### src/hdl/dcz_pkg.sv
/*
 * Shared constants and types of the DAC control port and zero-flag block.
 * Assumes a single system clock; every pin input is synchronised before use.
 */
`default_nettype none
package dcz_pkg;
    localparam int IDX_W = 7;
    localparam logic [4:0] WORD_BITS_COUNT = 5'h10;
    localparam logic [4:0] BIT_COUNT_MAX = 5'h1f;
    localparam logic [10:0] ZERO_RUN_LIMIT = 11'h400;
    // Mode register indices and fields.
    localparam logic [3:0] IDX_RESERVED_A = 4'h0;
    localparam logic [3:0] IDX_RESERVED_B = 4'hb;
    localparam logic [3:0] IDX_RESERVED_C = 4'hf;
    localparam logic [3:0] IDX_POLARITY = 4'ha;
    localparam logic [3:0] IDX_ZERO_GROUP = 4'hd;
    localparam int POLARITY_BIT = 0;
    localparam int ZERO_GROUP_LSB = 0;
    localparam logic [7:0] MODE_RESET = 8'h00;
    // Register bus map.
    localparam int ADDR_W = 8;
    localparam logic [7:0] ADDR_STATUS = 8'h40;
    localparam logic [7:0] ADDR_IRQ_STATUS = 8'h44;
    localparam logic [7:0] ADDR_IRQ_CLEAR = 8'h48;
    localparam logic [7:0] ADDR_IRQ_ENABLE = 8'h4c;
    localparam logic [1:0] RESP_OKAY = 2'h0;
    localparam logic [1:0] RESP_SLVERR = 2'h2;
    localparam int ST_OSR_LSB = 0;
    localparam int ST_I2C = 2;
    localparam int ST_ZF_FIRST = 3;
    localparam int ST_ZF_SECOND = 4;
    // Interrupt status bits.
    localparam int IRQ_W = 5;
    localparam int IRQ_WORD = 0;
    localparam int IRQ_FRAME_ERR = 1;
    localparam int IRQ_ZERO_FIRST = 2;
    localparam int IRQ_ZERO_SECOND = 3;
    localparam int IRQ_RATIO = 4;
    localparam logic [4:0] IRQ_RESET = 5'h00;
    // Synchronised pin vector positions.
    localparam int PIN_W = 10;
    localparam int PIN_IFSEL = 0;
    localparam int PIN_SELN = 1;
    localparam int PIN_SCLK = 2;
    localparam int PIN_SDI = 3;
    localparam int PIN_FRAME = 4;
    localparam int PIN_BCK = 5;
    localparam int PIN_LANE0 = 6;
    localparam logic [9:0] PIN_RESET = 10'h002;
    // System clocks per frame for each supported ratio.
    localparam logic [11:0] RATIO_128 = 12'h080;
    localparam logic [11:0] RATIO_192 = 12'h0c0;
    localparam logic [11:0] RATIO_256 = 12'h100;
    localparam logic [11:0] RATIO_384 = 12'h180;
    localparam logic [11:0] RATIO_512 = 12'h200;
    localparam logic [11:0] RATIO_768 = 12'h300;
    localparam logic [11:0] RATIO_1152 = 12'h480;
    localparam logic [11:0] RATIO_TOL = 12'h002;
    localparam logic [11:0] RATIO_COUNT_MAX = 12'hfff;
    // Channel masks per grouping A..D; bit 2k is lane k+1 left, 2k+1 its right.
    localparam logic [3:0][7:0] FIRST_MASKS = {8'h03, 8'hc0, 8'h00, 8'h01};
    localparam logic [3:0][7:0] SECOND_MASKS = {8'hfc, 8'h3f, 8'hff, 8'h02};
    typedef enum logic [1:0] {OSR_16X, OSR_32X, OSR_64X, OSR_NONE} dcz_osr_type;
endpackage : dcz_pkg
`default_nettype wire

### src/hdl/dcz_word_if.sv
/*
 * Carries one received control word from the serial receiver to the top.
 * Assumes both ends run on the system clock.
 */
`default_nettype none
interface dcz_word_if;
    logic valid;
    logic [dcz_pkg::IDX_W-1:0] index;
    logic [7:0] data;
    logic frame_error;
    modport rx (output valid, index, data, frame_error);
    modport top (input valid, index, data, frame_error);
endinterface : dcz_word_if
`default_nettype wire

### src/hdl/dcz_serial_rx.sv
/*
 * Three-wire control word receiver.
 * Assumes select, shift edge and data bit arrive already synchronised.
 */
`default_nettype none
module dcz_serial_rx (
    // System.
    input wire logic clk,
    input wire logic rst_b,
    // Synchronised pins.
    input wire logic enable,
    input wire logic select_n,
    input wire logic shift_rise,
    input wire logic serial_bit,
    // Received word.
    dcz_word_if.rx word
);
    import dcz_pkg::*;
    typedef struct packed {
        logic [15:0] shift;
        logic [4:0] count;
        logic opened;
        logic sel_prev;
        logic valid;
        logic [IDX_W-1:0] index;
        logic [7:0] data;
        logic frame_error;
    } dcz_rx_type;
    dcz_rx_type r_r, r_nxt;
    always_comb begin
        r_nxt = r_r;
        r_nxt.valid = 1'b0;
        r_nxt.frame_error = 1'b0;
        r_nxt.sel_prev = select_n;
        if (!enable) begin
            r_nxt.opened = 1'b0;
            r_nxt.count = 5'h00;
        end else if (!select_n) begin
            r_nxt.opened = 1'b1;
            if (r_r.sel_prev) begin
                r_nxt.count = 5'h00;
            end
            if (shift_rise) begin
                r_nxt.shift = {r_r.shift[14:0], serial_bit};
                if (r_nxt.count != BIT_COUNT_MAX) begin
                    r_nxt.count = r_nxt.count + 5'h01;
                end
            end
        end else if (r_r.opened) begin
            r_nxt.opened = 1'b0;
            // A short, long or non-write word is dropped and reported.
            if (r_r.count == WORD_BITS_COUNT && !r_r.shift[15]) begin
                r_nxt.valid = 1'b1;
                r_nxt.index = r_r.shift[14:8];
                r_nxt.data = r_r.shift[7:0];
            end else begin
                r_nxt.frame_error = 1'b1;
            end
        end
    end
    always_ff @(posedge clk or negedge rst_b) begin
        if (!rst_b) begin
            r_r <= '{shift: 16'h0000, count: 5'h00, opened: 1'b0, sel_prev: 1'b1, valid: 1'b0,
                     index: 7'h00, data: 8'h00, frame_error: 1'b0};
        end else begin
            r_r <= r_nxt;
        end
    end
    assign word.valid = r_r.valid;
    assign word.index = r_r.index;
    assign word.data = r_r.data;
    assign word.frame_error = r_r.frame_error;
endmodule : dcz_serial_rx
`default_nettype wire

### src/hdl/dcz_top.sv
/*
 * Control port, mode registers, clock ratio detection and zero flags of the DAC.
 * Assumes an AXI4-Lite master on CLK and pins from outside the clock domain.
 */
// The AXI4-Lite slave port and the address map are this design's own decisions.
`default_nettype none
module dcz_top (
    // System.
    input wire logic CLK,
    input wire logic RST_B,
    // Register bus.
    input wire logic [dcz_pkg::ADDR_W-1:0] S_AXI_AWADDR,
    input wire logic S_AXI_AWVALID,
    output logic S_AXI_AWREADY,
    input wire logic [31:0] S_AXI_WDATA,
    input wire logic [3:0] S_AXI_WSTRB,
    input wire logic S_AXI_WVALID,
    output logic S_AXI_WREADY,
    output logic [1:0] S_AXI_BRESP,
    output logic S_AXI_BVALID,
    input wire logic S_AXI_BREADY,
    input wire logic [dcz_pkg::ADDR_W-1:0] S_AXI_ARADDR,
    input wire logic S_AXI_ARVALID,
    output logic S_AXI_ARREADY,
    output logic [31:0] S_AXI_RDATA,
    output logic [1:0] S_AXI_RRESP,
    output logic S_AXI_RVALID,
    input wire logic S_AXI_RREADY,
    // Control pins.
    input wire logic INTERFACE_SELECT_PIN,
    input wire logic CONTROL_SELECT_N,
    input wire logic CONTROL_SHIFT_CLOCK,
    input wire logic CONTROL_SERIAL_IN,
    // I2C engine side, same clock.
    input wire logic I2C_WR_STROBE,
    input wire logic [dcz_pkg::IDX_W-1:0] I2C_WR_INDEX,
    input wire logic [7:0] I2C_WR_DATA,
    input wire logic [dcz_pkg::IDX_W-1:0] I2C_RD_INDEX,
    output logic [7:0] I2C_RD_DATA,
    // Audio pins.
    input wire logic FRAME_CLOCK,
    input wire logic AUDIO_BIT_CLOCK,
    input wire logic AUDIO_LANE_1,
    input wire logic AUDIO_LANE_2,
    input wire logic AUDIO_LANE_3,
    input wire logic AUDIO_LANE_4,
    // Results.
    output logic ZERO_FLAG_FIRST,
    output logic ZERO_FLAG_SECOND,
    output logic [1:0] OVERSAMPLE_RATE,
    output logic INTERFACE_I2C,
    output logic IRQ
);
    import dcz_pkg::*;
    typedef struct packed {
        logic [PIN_W-1:0] s1;
        logic [PIN_W-1:0] s2;
        logic [PIN_W-1:0] s3;
        logic [15:0][7:0] mode;
        logic [11:0] ratio_count;
        dcz_osr_type osr;
        logic [1:0] zf_prev;
        logic zero_first_out;
        logic zero_second_out;
        logic [IRQ_W-1:0] irq_status;
        logic [IRQ_W-1:0] irq_enable;
        logic irq_out;
        logic [7:0] i2c_rdata;
        logic awready;
        logic wready;
        logic aw_got;
        logic w_got;
        logic [ADDR_W-1:0] awaddr;
        logic [31:0] wdata;
        logic wstrb0;
        logic bvalid;
        logic [1:0] bresp;
        logic arready;
        logic rvalid;
        logic [31:0] rdata;
        logic [1:0] rresp;
    } dcz_top_type;
    dcz_top_type r_r, r_nxt;
    dcz_word_if word_bus ();
    logic bit_rise;
    logic frame_tick;
    logic left_half;
    logic [7:0] ch_one;
    logic [1:0] group;
    logic invert;
    logic [7:0] mask_first;
    logic [7:0] mask_second;
    logic hit_first;
    logic hit_second;
    logic zf_first;
    logic zf_second;
    logic sel_i2c;
    logic mode_we;
    logic [IDX_W-1:0] mode_idx;
    logic [7:0] mode_data;
    logic idx_defined;
    logic [IRQ_W-1:0] irq_clear;
    logic [IRQ_W-1:0] events;
    logic [31:0] rd_word;
    logic rd_bad;
    logic [ADDR_W-1:0] ar_word;

    function automatic logic ratio_near(input logic [11:0] m, input logic [11:0] ref_v);
        ratio_near = (m + RATIO_TOL >= ref_v) && (m <= ref_v + RATIO_TOL);
    endfunction : ratio_near

    function automatic dcz_osr_type osr_of(input logic [11:0] m);
        osr_of = OSR_NONE;
        if (ratio_near(m, RATIO_1152) || ratio_near(m, RATIO_768) || ratio_near(m, RATIO_512)) begin
            osr_of = OSR_64X;
        end else if (ratio_near(m, RATIO_384) || ratio_near(m, RATIO_256)) begin
            osr_of = OSR_32X;
        end else if (ratio_near(m, RATIO_192) || ratio_near(m, RATIO_128)) begin
            osr_of = OSR_16X;
        end
    endfunction : osr_of

    // Edges are taken between the second and third stages, never from the first.
    assign bit_rise = r_r.s2[PIN_BCK] & ~r_r.s3[PIN_BCK];
    assign frame_tick = r_r.s2[PIN_FRAME] & ~r_r.s3[PIN_FRAME];
    assign left_half = r_r.s2[PIN_FRAME];
    for (genvar k = 0; k < 4; k++) begin : g_lane
        assign ch_one[2*k] = bit_rise & left_half & r_r.s2[PIN_LANE0+k];
        assign ch_one[2*k+1] = bit_rise & ~left_half & r_r.s2[PIN_LANE0+k];
    end
    assign group = r_r.mode[IDX_ZERO_GROUP][ZERO_GROUP_LSB+1:ZERO_GROUP_LSB];
    assign invert = r_r.mode[IDX_POLARITY][POLARITY_BIT];
    assign mask_first = FIRST_MASKS[group];
    assign mask_second = SECOND_MASKS[group];
    assign hit_first = |(ch_one & mask_first);
    assign hit_second = |(ch_one & mask_second);

    assign sel_i2c = r_r.s2[PIN_IFSEL];
    assign mode_we = sel_i2c ? I2C_WR_STROBE : word_bus.valid;
    assign mode_idx = sel_i2c ? I2C_WR_INDEX : word_bus.index;
    assign mode_data = sel_i2c ? I2C_WR_DATA : word_bus.data;
    // Reserved indices are not stored, so a stray write cannot upset the block.
    assign idx_defined = mode_idx[6:4] == 3'h0 && mode_idx[3:0] != IDX_RESERVED_A
        && mode_idx[3:0] != IDX_RESERVED_B && mode_idx[3:0] != IDX_RESERVED_C;
    assign ar_word = {S_AXI_ARADDR[ADDR_W-1:2], 2'h0};

    dcz_serial_rx u_rx (
        .clk(CLK),
        .rst_b(RST_B),
        .enable(~sel_i2c),
        .select_n(r_r.s2[PIN_SELN]),
        .shift_rise(r_r.s2[PIN_SCLK] & ~r_r.s3[PIN_SCLK]),
        .serial_bit(r_r.s2[PIN_SDI]),
        .word(word_bus.rx)
    );

    dcz_zero_run u_run_first (
        .clk(CLK),
        .rst_b(RST_B),
        .frame_tick(frame_tick),
        .hit(hit_first),
        .watch(|mask_first),
        .flag(zf_first)
    );

    dcz_zero_run u_run_second (
        .clk(CLK),
        .rst_b(RST_B),
        .frame_tick(frame_tick),
        .hit(hit_second),
        .watch(|mask_second),
        .flag(zf_second)
    );

    always_comb begin
        r_nxt = r_r;
        irq_clear = '0;
        rd_word = 32'h0000_0000;
        rd_bad = 1'b0;
        r_nxt.s1 = {AUDIO_LANE_4, AUDIO_LANE_3, AUDIO_LANE_2, AUDIO_LANE_1, AUDIO_BIT_CLOCK, FRAME_CLOCK,
                    CONTROL_SERIAL_IN, CONTROL_SHIFT_CLOCK, CONTROL_SELECT_N, INTERFACE_SELECT_PIN};
        r_nxt.s2 = r_r.s1;
        r_nxt.s3 = r_r.s2;
        // Ratio: system clocks between frame starts.
        if (frame_tick) begin
            r_nxt.ratio_count = 12'h001;
            r_nxt.osr = osr_of(r_r.ratio_count);
        end else if (r_r.ratio_count != RATIO_COUNT_MAX) begin
            r_nxt.ratio_count = r_r.ratio_count + 12'h001;
        end
        if (mode_we && idx_defined) begin
            r_nxt.mode[mode_idx[3:0]] = mode_data;
        end
        r_nxt.i2c_rdata = (I2C_RD_INDEX[6:4] == 3'h0) ? r_r.mode[I2C_RD_INDEX[3:0]] : 8'h00;
        // The flag drops on the clock edge that ends the cycle in which the one bit is seen, together with the run flag.
        r_nxt.zero_first_out = (zf_first & ~hit_first) ^ invert;
        r_nxt.zero_second_out = (zf_second & ~hit_second) ^ invert;
        r_nxt.zf_prev = {zf_second, zf_first};
        // Register bus write path.
        if (S_AXI_AWVALID && r_r.awready) begin
            r_nxt.aw_got = 1'b1;
            r_nxt.awaddr = {S_AXI_AWADDR[ADDR_W-1:2], 2'h0};
        end
        if (S_AXI_WVALID && r_r.wready) begin
            r_nxt.w_got = 1'b1;
            r_nxt.wdata = S_AXI_WDATA;
            r_nxt.wstrb0 = S_AXI_WSTRB[0];
        end
        if (r_r.aw_got && r_r.w_got && !r_r.bvalid) begin
            r_nxt.bvalid = 1'b1;
            r_nxt.bresp = RESP_OKAY;
            if (r_r.awaddr == ADDR_IRQ_CLEAR) begin
                if (r_r.wstrb0) begin
                    irq_clear = r_r.wdata[IRQ_W-1:0];
                end
            end else if (r_r.awaddr == ADDR_IRQ_ENABLE) begin
                if (r_r.wstrb0) begin
                    r_nxt.irq_enable = r_r.wdata[IRQ_W-1:0];
                end
            end else if (r_r.awaddr[7:6] != 2'h0 && r_r.awaddr != ADDR_STATUS
                         && r_r.awaddr != ADDR_IRQ_STATUS) begin
                r_nxt.bresp = RESP_SLVERR;
            end
        end
        if (r_r.bvalid && S_AXI_BREADY) begin
            r_nxt.bvalid = 1'b0;
            r_nxt.aw_got = 1'b0;
            r_nxt.w_got = 1'b0;
        end
        r_nxt.awready = !r_nxt.aw_got && !r_nxt.bvalid;
        r_nxt.wready = !r_nxt.w_got && !r_nxt.bvalid;
        // Register bus read path.
        if (ar_word[7:6] == 2'h0) begin
            rd_word = {24'h00_0000, r_r.mode[ar_word[5:2]]};
        end else begin
            case (ar_word)
                ADDR_STATUS: begin
                    rd_word[ST_OSR_LSB+1:ST_OSR_LSB] = r_r.osr;
                    rd_word[ST_I2C] = sel_i2c;
                    rd_word[ST_ZF_FIRST] = r_r.zf_prev[0];
                    rd_word[ST_ZF_SECOND] = r_r.zf_prev[1];
                end
                ADDR_IRQ_STATUS: rd_word[IRQ_W-1:0] = r_r.irq_status;
                ADDR_IRQ_ENABLE: rd_word[IRQ_W-1:0] = r_r.irq_enable;
                ADDR_IRQ_CLEAR: rd_word = 32'h0000_0000;
                default: rd_bad = 1'b1;
            endcase
        end
        if (S_AXI_ARVALID && r_r.arready) begin
            r_nxt.rvalid = 1'b1;
            r_nxt.rdata = rd_word;
            r_nxt.rresp = rd_bad ? RESP_SLVERR : RESP_OKAY;
        end else if (r_r.rvalid && S_AXI_RREADY) begin
            r_nxt.rvalid = 1'b0;
        end
        r_nxt.arready = !r_nxt.rvalid;
        // Interrupts: a new event beats a clear in the same cycle.
        events = '0;
        events[IRQ_WORD] = mode_we;
        events[IRQ_FRAME_ERR] = word_bus.frame_error & ~sel_i2c;
        events[IRQ_ZERO_FIRST] = zf_first & ~r_r.zf_prev[0];
        events[IRQ_ZERO_SECOND] = zf_second & ~r_r.zf_prev[1];
        events[IRQ_RATIO] = r_nxt.osr != r_r.osr;
        r_nxt.irq_status = (r_r.irq_status & ~irq_clear) | events;
        r_nxt.irq_out = |(r_nxt.irq_status & r_nxt.irq_enable);
    end

    always_ff @(posedge CLK or negedge RST_B) begin
        if (!RST_B) begin
            r_r <= '{s1: PIN_RESET, s2: PIN_RESET, s3: PIN_RESET, mode: {16{MODE_RESET}},
                     ratio_count: 12'h000, osr: OSR_NONE, zf_prev: 2'h0,
                     zero_first_out: 1'b0, zero_second_out: 1'b0,
                     irq_status: IRQ_RESET, irq_enable: IRQ_RESET, irq_out: 1'b0, i2c_rdata: 8'h00,
                     awready: 1'b0, wready: 1'b0, aw_got: 1'b0, w_got: 1'b0, awaddr: 8'h00,
                     wdata: 32'h0000_0000, wstrb0: 1'b0, bvalid: 1'b0, bresp: 2'h0,
                     arready: 1'b0, rvalid: 1'b0, rdata: 32'h0000_0000, rresp: 2'h0};
        end else begin
            r_r <= r_nxt;
        end
    end

    assign S_AXI_AWREADY = r_r.awready;
    assign S_AXI_WREADY = r_r.wready;
    assign S_AXI_BVALID = r_r.bvalid;
    assign S_AXI_BRESP = r_r.bresp;
    assign S_AXI_ARREADY = r_r.arready;
    assign S_AXI_RVALID = r_r.rvalid;
    assign S_AXI_RDATA = r_r.rdata;
    assign S_AXI_RRESP = r_r.rresp;
    assign I2C_RD_DATA = r_r.i2c_rdata;
    assign ZERO_FLAG_FIRST = r_r.zero_first_out;
    assign ZERO_FLAG_SECOND = r_r.zero_second_out;
    assign OVERSAMPLE_RATE = r_r.osr;
    assign INTERFACE_I2C = r_r.s2[PIN_IFSEL];
    assign IRQ = r_r.irq_out;
endmodule : dcz_top
`default_nettype wire

### src/hdl/dcz_zero_run.sv
/*
 * Counts consecutive all-zero frames for one zero flag.
 * Assumes frame_tick and hit are single-cycle pulses on the system clock.
 */
`default_nettype none
module dcz_zero_run (
    // System.
    input wire logic clk,
    input wire logic rst_b,
    // Events.
    input wire logic frame_tick,
    input wire logic hit,
    input wire logic watch,
    // Result.
    output logic flag
);
    import dcz_pkg::*;
    typedef struct packed {
        logic [10:0] count;
        logic flag;
    } dcz_run_type;
    dcz_run_type r_r, r_nxt;
    always_comb begin
        r_nxt = r_r;
        if (hit || !watch) begin
            // Parked one below zero: the next frame edge only closes the frame that held the one bit.
            r_nxt.count = 11'h7ff;
        end else if (frame_tick && r_r.count != ZERO_RUN_LIMIT) begin
            r_nxt.count = r_r.count + 11'h001;
        end
        r_nxt.flag = watch && !hit && r_nxt.count == ZERO_RUN_LIMIT;
    end
    always_ff @(posedge clk or negedge rst_b) begin
        if (!rst_b) begin
            r_r <= '{count: 11'h7ff, flag: 1'b0};
        end else begin
            r_r <= r_nxt;
        end
    end
    assign flag = r_r.flag;
endmodule : dcz_zero_run
`default_nettype wire
### config.mk
export PLATFORM = sky130hd
export DESIGN_NAME = dcz_top
export DESIGN_NICKNAME = d
export VERILOG_FILES = /design/src/hdl/dcz_pkg.sv /design/src/hdl/dcz_word_if.sv /design/src/hdl/dcz_serial_rx.sv /design/src/hdl/dcz_top.sv /design/src/hdl/dcz_zero_run.sv
export SDC_FILE = /design/constraint.sdc
export NUM_CORES = 1
export LEC_CHECK = 0
export BUFFER_PORTS_ARGS = -buffer_cell sky130_fd_sc_hd__buf_2
export CORE_ASPECT_RATIO = 0.7
export CORE_MARGIN = 3
export CORE_UTILIZATION = 29
export DETAILED_ROUTE_END_ITERATION = 10
export PLACE_DENSITY_LB_ADDON = 0.15
export SLEW_MARGIN = 20
export SYNTH_ARGS = -nofsm -noshare
export SYNTH_HDL_FRONTEND = slang
export SYNTH_SLANG_ARGS = --single-unit
### constraint.sdc
create_clock -name CLK -period 4.4 [get_ports CLK]
set_input_delay 0.44 -clock CLK [delete_from_list [all_inputs] [get_ports CLK]]
set_output_delay 0.44 -clock CLK [all_outputs]
set_load 0.1 [all_outputs]
* Yosys cells after proc, flatten, opt, wreduce, memory -nomap -nowiden
Cells that the tools add are included.
** Operators by class
- $lt $le $gt $ge :: 19
- Bitwise gates (word level) :: 36
- Multiplexer cells :: 60
- Equal/unequal tests :: 19
- $add $sub $neg :: 5
- Reductions and logical operators :: 60
** Operators by type and width (number)
- 128-bit bitwise mux :: 1
- 5-bit two-way mux :: 13
- 8-bit binary-select mux with 4-bit select :: 2
- 8-bit two-way mux :: 8
- 17-bit two-way mux :: 3
- 11-bit two-way mux :: 4
- 6-bit by 5-bit equality test with 1-bit output, second input constant :: 6
- 8-bit binary-select mux with 2-bit select :: 2
- 8-bit demux with 4-bit select :: 1
- 8-bit OR reduction :: 4
- 1-bit logical AND :: 30
- 12-bit by 10-bit greater-or-equal comparator with 1-bit output, second input constant :: 2
- 12-bit by 8-bit greater-or-equal comparator with 1-bit output, second input constant :: 2
- 12-bit by 9-bit greater-or-equal comparator with 1-bit output, second input constant :: 2
- 12-bit by 10-bit <= comparator with 1-bit output, second input constant :: 2
- 12-bit by 8-bit <= comparator with 1-bit output, second input constant :: 2
- 12-bit by 9-bit <= comparator with 1-bit output, second input constant :: 2
- 12-bit two-way mux :: 2
- 11-bit by 1-bit adder with 11-bit output, second input constant :: 2
- 11-bit equality test, second input constant :: 2
- 11-bit != test, second input constant :: 2
- 1-bit bitwise AND :: 18
- 2-bit two-way mux :: 9
- 8-bit bitwise AND :: 2
- 36 further kinds :: 76
** Storage, ports and cells
- Output and inout port bits :: 55
- Logic and storage cells :: 252
- Flip-flop bits (word level) :: 310

* Longest topological paths before layout
Gate-level depths: netlist (run 1).
- Depth in word-level cells :: 12
- Gate-level depth with buffers :: 10

* Cells and area by module
A second synthesis (run 1) with hierarchy kept.
** Unflattened totals
- Cell total of the unflattened synthesis :: 1187
- Area, all modules :: 13923.4 sq um
** By module, submodules not included
- dcz_top :: cells an instance 923, area an instance 10805.4 sq um, times used 1
- dcz_serial_rx :: cells an instance 120, area an instance 1721.7 sq um, times used 1
- dcz_zero_run :: cells an instance 72, area an instance 698.2 sq um, times used 2

* Worst setup path before layout (run 1)
OpenSTA, ideal clock, no wires.
- Path type :: reg-to-reg
- Start :: register r_r, in the netlist INTERFACE_I2C
- End :: register r_r[217] (netlist name)
- Library setup time :: 0.125 ns
- Clock period less this slack :: 3.106 ns
- Data required time :: 4.275 ns
- Setup slack :: 1.294 ns
- Data arrival time :: 2.982 ns
- Cell stages (with the launch flop) :: 9
- Cell sequence :: dfrtp_1 nor3_1 a21oi_2 nor2_1 or3_1 or3_1 buf_2 nor2_4 mux2_2
** Between the ends
- Cells in the longest elaborated chain, start to end :: 6
** Ends and longest elaborated chain
- start, declared :: line dcz_top.sv:83 : dcz_top_type r_r, r_nxt;
- start signal, assigned :: line dcz_top.sv:270 : r_r <= '{s1: PIN_RESET, s2: PIN_RESET, s3: PIN_RESET, mode: {16{MODE_RESET}},
- start signal, assigned :: line dcz_top.sv:278 : r_r <= r_nxt;
- 7-bit two-way mux :: line dcz_top.sv:140 : assign mode_idx = sel_i2c ? I2C_WR_INDEX : word_bus.index;
- 4-bit by 5-bit < comparator with 1-bit output (not written as such), or another cell as far along :: line dcz_top.sv:192 : r_nxt.mode[mode_idx[3:0]] = mode_data;
- 1-bit logical AND (on tied branches) :: line dcz_top.sv:192, dcz_top.sv:143
- 8-bit two-way mux (not written as such) or 1-bit logical AND (tied branches) :: line dcz_top.sv:192, dcz_top.sv:144
- 8-bit demux with 4-bit select or 1-bit logical AND (tied branches) :: line dcz_top.sv:192, dcz_top.sv:144
- 128-bit bitwise mux or 1-bit logical AND (tied branches) :: line dcz_top.sv:192, dcz_top.sv:191
Parallel ways exist; a longest one is shown, timed or not.
A chain may end at the register's enable or synchronous reset.

* Worst setup path after layout (run 1)
- Start :: register r_r, in the netlist INTERFACE_I2C
- End :: register r_r[234] (netlist name)
The elaborated chain is that of the path after synthesis.

==> summary.md, run 1 <==
| Metric | Value |
|---|---|
| Most common cell after layout, fill and taps aside | `dfrtp_1` |
| Syn Inst Count | `about 1200` |
| Die ar. | `approximately 51000 µm²` |
| RSZ-0062 raised after global routing | `false` |
| Total of max-cap violations | `0` |
| Pwr Density | `~440 nW/µm²` |
| Commonest cells after routing, fill and taps aside | `dfrtp_1 (253), nand2_1 (107), nor2_1 (107)` |
| FILL cells | `4663` |
| Post-Layout Cell Count | `1859` |
| Die X | `268.3 µm` |
| Setup TNS | `0 ns` |
| Final worst path period need | `~3.3 ns` |
| WS Path Type | `reg -> reg` |
| Met1 wire length | `roughly 19 mm` |
| Critical path capture point type | `register` |
| Total GRT Usage | `14.38%` |
| Synthesized area per cell | `11.81 µm²` |
| Root Driver | `clkbuf_16` |
| Lkg Pwr | `7.143 nW` |
| Final Slew Violations | `0` |
| Mapped cell area | `13960 µm²` |
| Final setup vio count | `0` |
| Synth cell types | `72` |
| Ant diodes | `0` |
| Worst r2r path cells | `7` |
| Initial core utilization | `29.72%` |
| Worst-case clock buffer depth | `3` |
| Clk sink count | `roughly 280` |
| Switch Pwr | `2.154 mW` |
| Final ANT Viol Nets | `0` |
| Post-CTS Resized | `0` |
| Worst Hold Class | `in -> reg` |
| # DRC | `0` |
| Drt first pass iters | `5` |
| # IOs | `147` |
| Routed wl met2 | `14.79 mm` |
| Hold Vio Cnt, Final | `0` |
| Worst slew pin tran | `0.9746 ns` |
| Slew HR | `35.03%` |
| Outcome | `finished clean` |
| First-pass GRT wire length | `56.48 mm` |
| Clock skew | `approximately 0.021 ns` |
| Clock transition at path regs | `0.06 ns` |
| Routability congestion estimate | `0.7888` |
| Nets | `1332` |
| DRT Wirelength | `36.08 mm` |
| WHS Path Cells | `2` |
| Row cnt | `66` |
| Clk_lat worst skew | `0.58 ns` |
| Warnings from Yosys | `0` |
| Yosys top cell area share | `45.52%` |
| Synth Register Bits | `281` |
| Largest net degree at the start of global routing | `just under 100` |
| Sequential-to-total area share from yosys stat | `slightly above 50%` |
| Core area | `46990 µm²` |
| CTS tree | `done` |
| Final Cycle Share | `roughly three quarters` |
| Placed Instances | `1794` |
| CTS H-tree lvls | `1` |
| Crit path max fanout | `16` |
| Port Buffers | `86` |
| Crit path DAT | `3.75 ns` |
| EDFF count, synth | `0` |
| Share of cells above drive strength 1 | `29.91%` |
| Vias per cell | `4.907` |
| Req. time, crit path | `4.85 ns` |
| Final HPWL DP | `24.58 mm` |
| Vias in the first global route | `9107` |
| Post-synth ARST share | `100.0%` |
| Combinational power share | `17.8%` |
| Synth area leaders | `dfrtp_1 (46%), mux4_2 (13%), mux2_2 (7.4%), dfstp_2 (5.1%), a21oi_1 (3.0%)` |
| Vias post-DR | `9122` |
| Grt ovf | `0` |
| Seq pwr share | `45.6%` |
| TritonCTS buffer count | `30` |
| Max Freq | `about 300 MHz` |
| Sw frac | `30.63%` |
| Crit start category | `register` |
| Cell area after layout | `around 16000 µm²` |
| DRT iter0 DRCs | `667` |
| Post-synth top area cell | `dfrtp_1` |
| Layout overhead on the synthesized area | `13.81%` |
| Primary FF master, synth | `dfrtp_1` |
| Top routing layer used | `met5` |
| Per-cell routed wire length | `19.41 µm` |
| Die height | `between 150 and 200 µm` |
| Worst vdd ir | `~320 µV` |
| DP Area | `14800 µm²` |
| Initial antenna violation count | `3` |
| Metal3 WL | `roughly 1.9 mm` |
| Power share of the clock group | `36.5%` |
| Pint | `roughly 5 mW` |
synthesized netlist by cell type (all sizes together), types with 14 or more instances:
cell type and instances:
a21oi 86, buf 70, clkbuf 61, dfrtp 254, dfstp 27, ha 15
inv 25, mux2 92, mux2i 14, mux4 80, nand2 107, nand3 19
nor2 113, nor3 17, o21ai 28, xnor2 15, xor2 14
state kept, by name, summed over array words and instances (netlist names), 2 cells and up:
name and flops:
OVERSAMPLE_RATE 2, I2C_RD_DATA 8, u_rx.word.index 7, u_run_first.r_r 11, r_r 167, u_rx.r_r 22, u_rx.word.data 8, r_nxt 18
u_run_second.r_r 11, group 2, S_AXI_RDATA 8
metal layers:
metal / vias to the layer above / global-route usage [%]
met1: 4646 / 22.83
met3: 40 / 2.986
met2: 192 / 20.04
met5: - / 0
met4: 4 / 2.640
li1: 4240 / -
power by group through the flow:
stage	clock (mW)	sequential, mW	combinational, mW
detailed placement	0	3.25	1.26
finish	2.57	3.21	1.25
global route	2.77	3.26	1.39
CTS	2.67	3.21	1.27
global placement	0	3.25	1.24
floorplan	0	3.25	0.934
cell type report:
cell class	count	area [µm²]	share of cell area [%]
multi-input combinational	769	6240	39.26
timing repair buffer	117	738.2	4.645
sequential	281	7067	44.47
clock inverter	11	145.1	0.9132
tap	612	765.7	4.818
inverter	26	97.59	0.6141
clock buffer	43	839.6	5.283
per-stage QoR:
step | hold slack (ns) | total power [mW] | utilization [%] | setup WS [ns]
2_1_floorplan | 0.1444 | 4.184 | - | 1.294
3_3_place_gp | 0.3394 | 4.494 | 31.49 | 1.162
3_5_place_dp | 0.3347 | 4.507 | 31.49 | 1.112
4_1_cts | 0.04600 | 7.147 | 33.82 | 1.096
5_1_grt | 0.07013 | 7.422 | 33.82 | 0.8850
6_report | 0.07920 | 7.032 | 33.82 | 1.095
worst paths after layout:
path	start	slack [ns]	endpoint
max	INTERFACE_I2C	1.10	r_r[234]
max reg2reg	INTERFACE_I2C	1.10	r_r[234]
min in group asynchronous	RST_B	0.48	r_nxt[254]
min reg2reg	r_nxt[260]	0.35	r_nxt[250]
min	S_AXI_RREADY	0.08	S_AXI_RVALID
max in group asynchronous	RST_B	2.96	OVERSAMPLE_RATE[1]
cells by family after synthesis:
logic type               count (synthesis)  synth area share, %
multiplexers                           186                21.32
AND/OR/NAND/NOR                        339                11.65
flip-flops                             281                50.60
AO/OA/AOI/OAI                          174                7.616
other                                    1              0.02685
adder cells (fa/ha/maj)                 15                1.344
buffers and inverters                  157                5.627
XOR/XNOR                                29                1.819
critical path, stage by stage (launching register included):
cell and delay, ns:
dfrtp_2 0.58, nor3_1 0.11, a21oi_1 0.52, nor2_1 0.12, or3_1 0.52, or3_1 0.58
nor2_4 0.37, mux2_2 0.38
repair_timing:
action | in CTS | in global routing
buffers inserted | 0 | 0
hold buffers | 11 | 0
hold endpoints to repair | 90 | 0
(Power assumes the default switching activity.)
==> inputs of run 2 (changes only) <==
Clock period 4.4 ns to 3.45 ns, I/O delays scaled along.
==> run 2 against run 1 <==
Critical path depth unchanged. Clock-buffer cell count down 7. Register-to-register slack got worse by 0.82 ns. Die area stayed put. Hold slack worse by 0.039 ns. Clock skew decreased by 0.0087 ns. Clock power up 21%. Flip-flop and latch count unchanged.
==> summary.md, run 2 (synthesis results as in run 1) <==
| Metric | Value |
|---|---|
| Nets | `1350 (+1.4%)` |
| # IOs | `147 (unchanged)` |
| Clk sink count | `281 (unchanged)` |
| Seq pwr share | `46.4% (+0.8 points)` |
| Final worst setup slack | `0.2760 ns (-0.8191 ns)` |
| Initial core utilization | `29.72% (unchanged)` |
| Share of cells above drive strength 1 | `30.19% (+0.28 points)` |
| Layout overhead on the synthesized area | `14.76%` |
| Clk_lat worst skew | `0.56 ns (-0.02 ns)` |
| Crit path launch | `INTERFACE_I2C` |
| Worst r2r path cells | `7 (unchanged)` |
| DRT Wirelength | `36.81 mm (+2.0%)` |
| Vias per cell | `4.930 (+0.46%)` |
| Grt ovf | `0 (unchanged)` |
| Sw frac | `30.99% (+0.36 points)` |
| Commonest cells after routing, fill and taps aside | `dfrtp_1 (253), nand2_1 (107), nor2_1 (107)` |
| Core area | `46990 µm² (unchanged)` |
| Root Driver | `clkbuf_16` |
| Die height | `189.6 µm (unchanged)` |
| Hold Path Sink | `r_r[43]` |
| Largest net degree at the start of global routing | `111 (+14%)` |
| Crit path max fanout | `21 (+5)` |
| WHS Path Cells | `2 (unchanged)` |
| Final Cycle Share | `92.00% (+17 points)` |
| Routed wl met2 | `14.91 mm (+0.82%)` |
| Final ANT Viol Nets | `0 (unchanged)` |
| CTS tree | `done` |
| DRT iter0 DRCs | `606 (-9.1%)` |
| WS Path Type | `reg -> reg` |
| Die ar. | `50860 µm² (unchanged)` |
| Routability congestion estimate | `0.7967 (+1.0%)` |
| Clock transition at path regs | `0.06 ns (about the same)` |
| Reg2reg setup slack | `0.28 ns (-0.82 ns)` |
| Final worst path period need | `3.174 ns (-0.1309 ns)` |
| Max Freq | `315.1 MHz (+4.1%)` |
| First-pass GRT wire length | `57.64 mm (+2.1%)` |
| Worst-case clock buffer depth | `3 (unchanged)` |
| Final setup vio count | `0 (unchanged)` |
| Crit start category | `register` |
| Final core occ | `34.11% (+0.28 points)` |
| Worst hold start | `S_AXI_WDATA[3]` |
| Drt first pass iters | `5 (unchanged)` |
| FILL cells | `4699 (+0.77%)` |
| Worst slew pin tran | `0.9546 ns (-0.01996 ns)` |
| Critical path capture point type | `register` |
| Total GRT Usage | `14.71% (+0.33 points)` |
| Total of max-cap violations | `0 (unchanged)` |
| DP Area | `14870 µm² (+0.47%)` |
| FF-to-FF Start | `INTERFACE_I2C` |
| Pre-CTS setup slack | `0.2941 ns (-0.8177 ns)` |
| Outcome | `finished clean` |
| Power share of the clock group | `35.2% (-1.3 points)` |
| Setup TNS | `0 ns (unchanged)` |
| Worst Hold Class | `in -> reg` |
| Slew HR | `34.54% (-0.49 points)` |
| Largest Register | `r_r` |
| Die X | `268.3 µm (unchanged)` |
| R2r endpoint | `r_r[218]` |
| Worst vdd ir | `275.4 µV (-14%)` |
| Vias in the first global route | `9382 (+3.0%)` |
| Row cnt | `66 (unchanged)` |
| Per-cell routed wire length | `19.63 µm (+1.1%)` |
| Overall Power | `8.822 mW (+25%)` |
| Req. time, crit path | `3.89 ns (-0.96 ns)` |
| Most common cell after layout, fill and taps aside | `dfrtp_1` |
| RSZ-0062 raised after global routing | `false` |
| Pint | `6.088 mW (+25%)` |
| Met1 wire length | `19.37 mm (+3.2%)` |
| Vias post-DR | `9243 (+1.3%)` |
| Port Buffers | `86 (unchanged)` |
| Metal3 WL | `1.758 mm (-6.0%)` |
| Lkg Pwr | `7.205 nW (+0.87%)` |
| Cell area after layout | `16030 µm² (+0.83%)` |
| Hold Vio Cnt, Final | `0 (unchanged)` |
| Combinational power share | `18.4% (+0.6 points)` |
| TritonCTS buffer count | `29 (-3.3%)` |
| Pwr Density | `550.5 nW/µm² (+24%)` |
| Clock skew | `0.01273 ns (-0.008743 ns)` |
| Crit path DAT | `3.61 ns (-0.14 ns)` |
| Switch Pwr | `2.734 mW (+27%)` |
| Final Slew Violations | `0 (unchanged)` |
| Top routing layer used | `met5` |
| CTS H-tree lvls | `1 (unchanged)` |
| Post-CTS Resized | `0 (unchanged)` |
| # DRC | `0 (unchanged)` |
| Max reg flops | `167 (unchanged)` |
| Final HPWL DP | `25.07 mm (+2.0%)` |
| Initial antenna violation count | `4 (+1)` |
[run 2: cell count changes in the layout (fill, tap and decap cells not counted)]
| cell | previous run | this run |
|---|---|---|
| buf_12 | 3 | 6 |
| buf_4 | 17 | 20 |
| bufinv_16 | 3 | 2 |
| clkbuf_1 | 9 | 3 |
| clkbuf_16 | 30 | 29 |
| clkinv_2 | 6 | 11 |
| clkinv_8 | 1 | 0 |
| clkinvlp_4 | 0 | 1 |
| diode_2 | 0 | 1 |
| dlygate4sd3_1 | 11 | 24 |
| inv_6 | 1 | 0 |
| nor3_2 | 2 | 4 |
| nor3_4 | 2 | 0 |
[run 2: worst max-delay path by stage]
stage,end,slack (ns),cells after the start
6_report,r_r[218],0.28,7
5_1_grt,r_r[217],0.05,7
4_1_cts,r_r[236],0.26,7
3_5_place_dp,r_r[236],0.29,7
3_3_place_gp,r_r[224],0.39,7
2_1_floorplan,r_r[217],0.34,8
[run 2: metal layers]
layer	track usage (%)	vias up
li1	-	4281
met3	3.219	53
met1	23.16	4721
met4	3.039	4
met2	20.44	184
met5	0	-
[run 2: power groups by stage]
stage	clock network, mW	registers (mW)	logic [mW]
6_report	3.10	4.09	1.63
5_1_grt	3.33	4.16	1.79
4_1_cts	3.22	4.09	1.64
3_5_place_dp	0	4.15	1.61
3_3_place_gp	0	4.14	1.60
2_1_floorplan	0	4.14	1.19
[run 2: worst max-delay path, stage by stage (launching register included)]
cell and delay [ns]:
dfrtp_2 0.63, nand2_1 0.13, nor4_1 0.29, nor2_1 0.18
or3_1 0.47, or3_1 0.56, nor2_4 0.41, mux2_2 0.39
[run 2: metrics by stage]
step / hold WS [ns] / cells
after floorplan: 0.04941 / 1207
after global placement: 0.3334 / 1800
final: 0.04009 / 1875
after detailed placement: 0.3371 / 1800
after global routing: 0.01697 / 1874
after CTS: 0.005790 / 1874
[run 2: area by class of cell]
| class | count | area (µm²) | area share, % |
|---|---|---|---|
| antenna | 1 | 2.502 | 0.01562 |
| clock buffer | 36 | 792.0 | 4.942 |
| clock inverter | 14 | 122.6 | 0.7651 |
| inverter | 26 | 97.59 | 0.6090 |
| multi-input combinational | 769 | 6227 | 38.86 |
| sequential | 281 | 7067 | 44.10 |
| tap | 612 | 765.7 | 4.778 |
| timing repair buffer | 136 | 950.9 | 5.934 |
[run 2: what timing repair did]
action | CTS | global route
setup buffers | 0 | 0
hold buffers | 24 | 0
hold endpoints to repair | 114 | 0
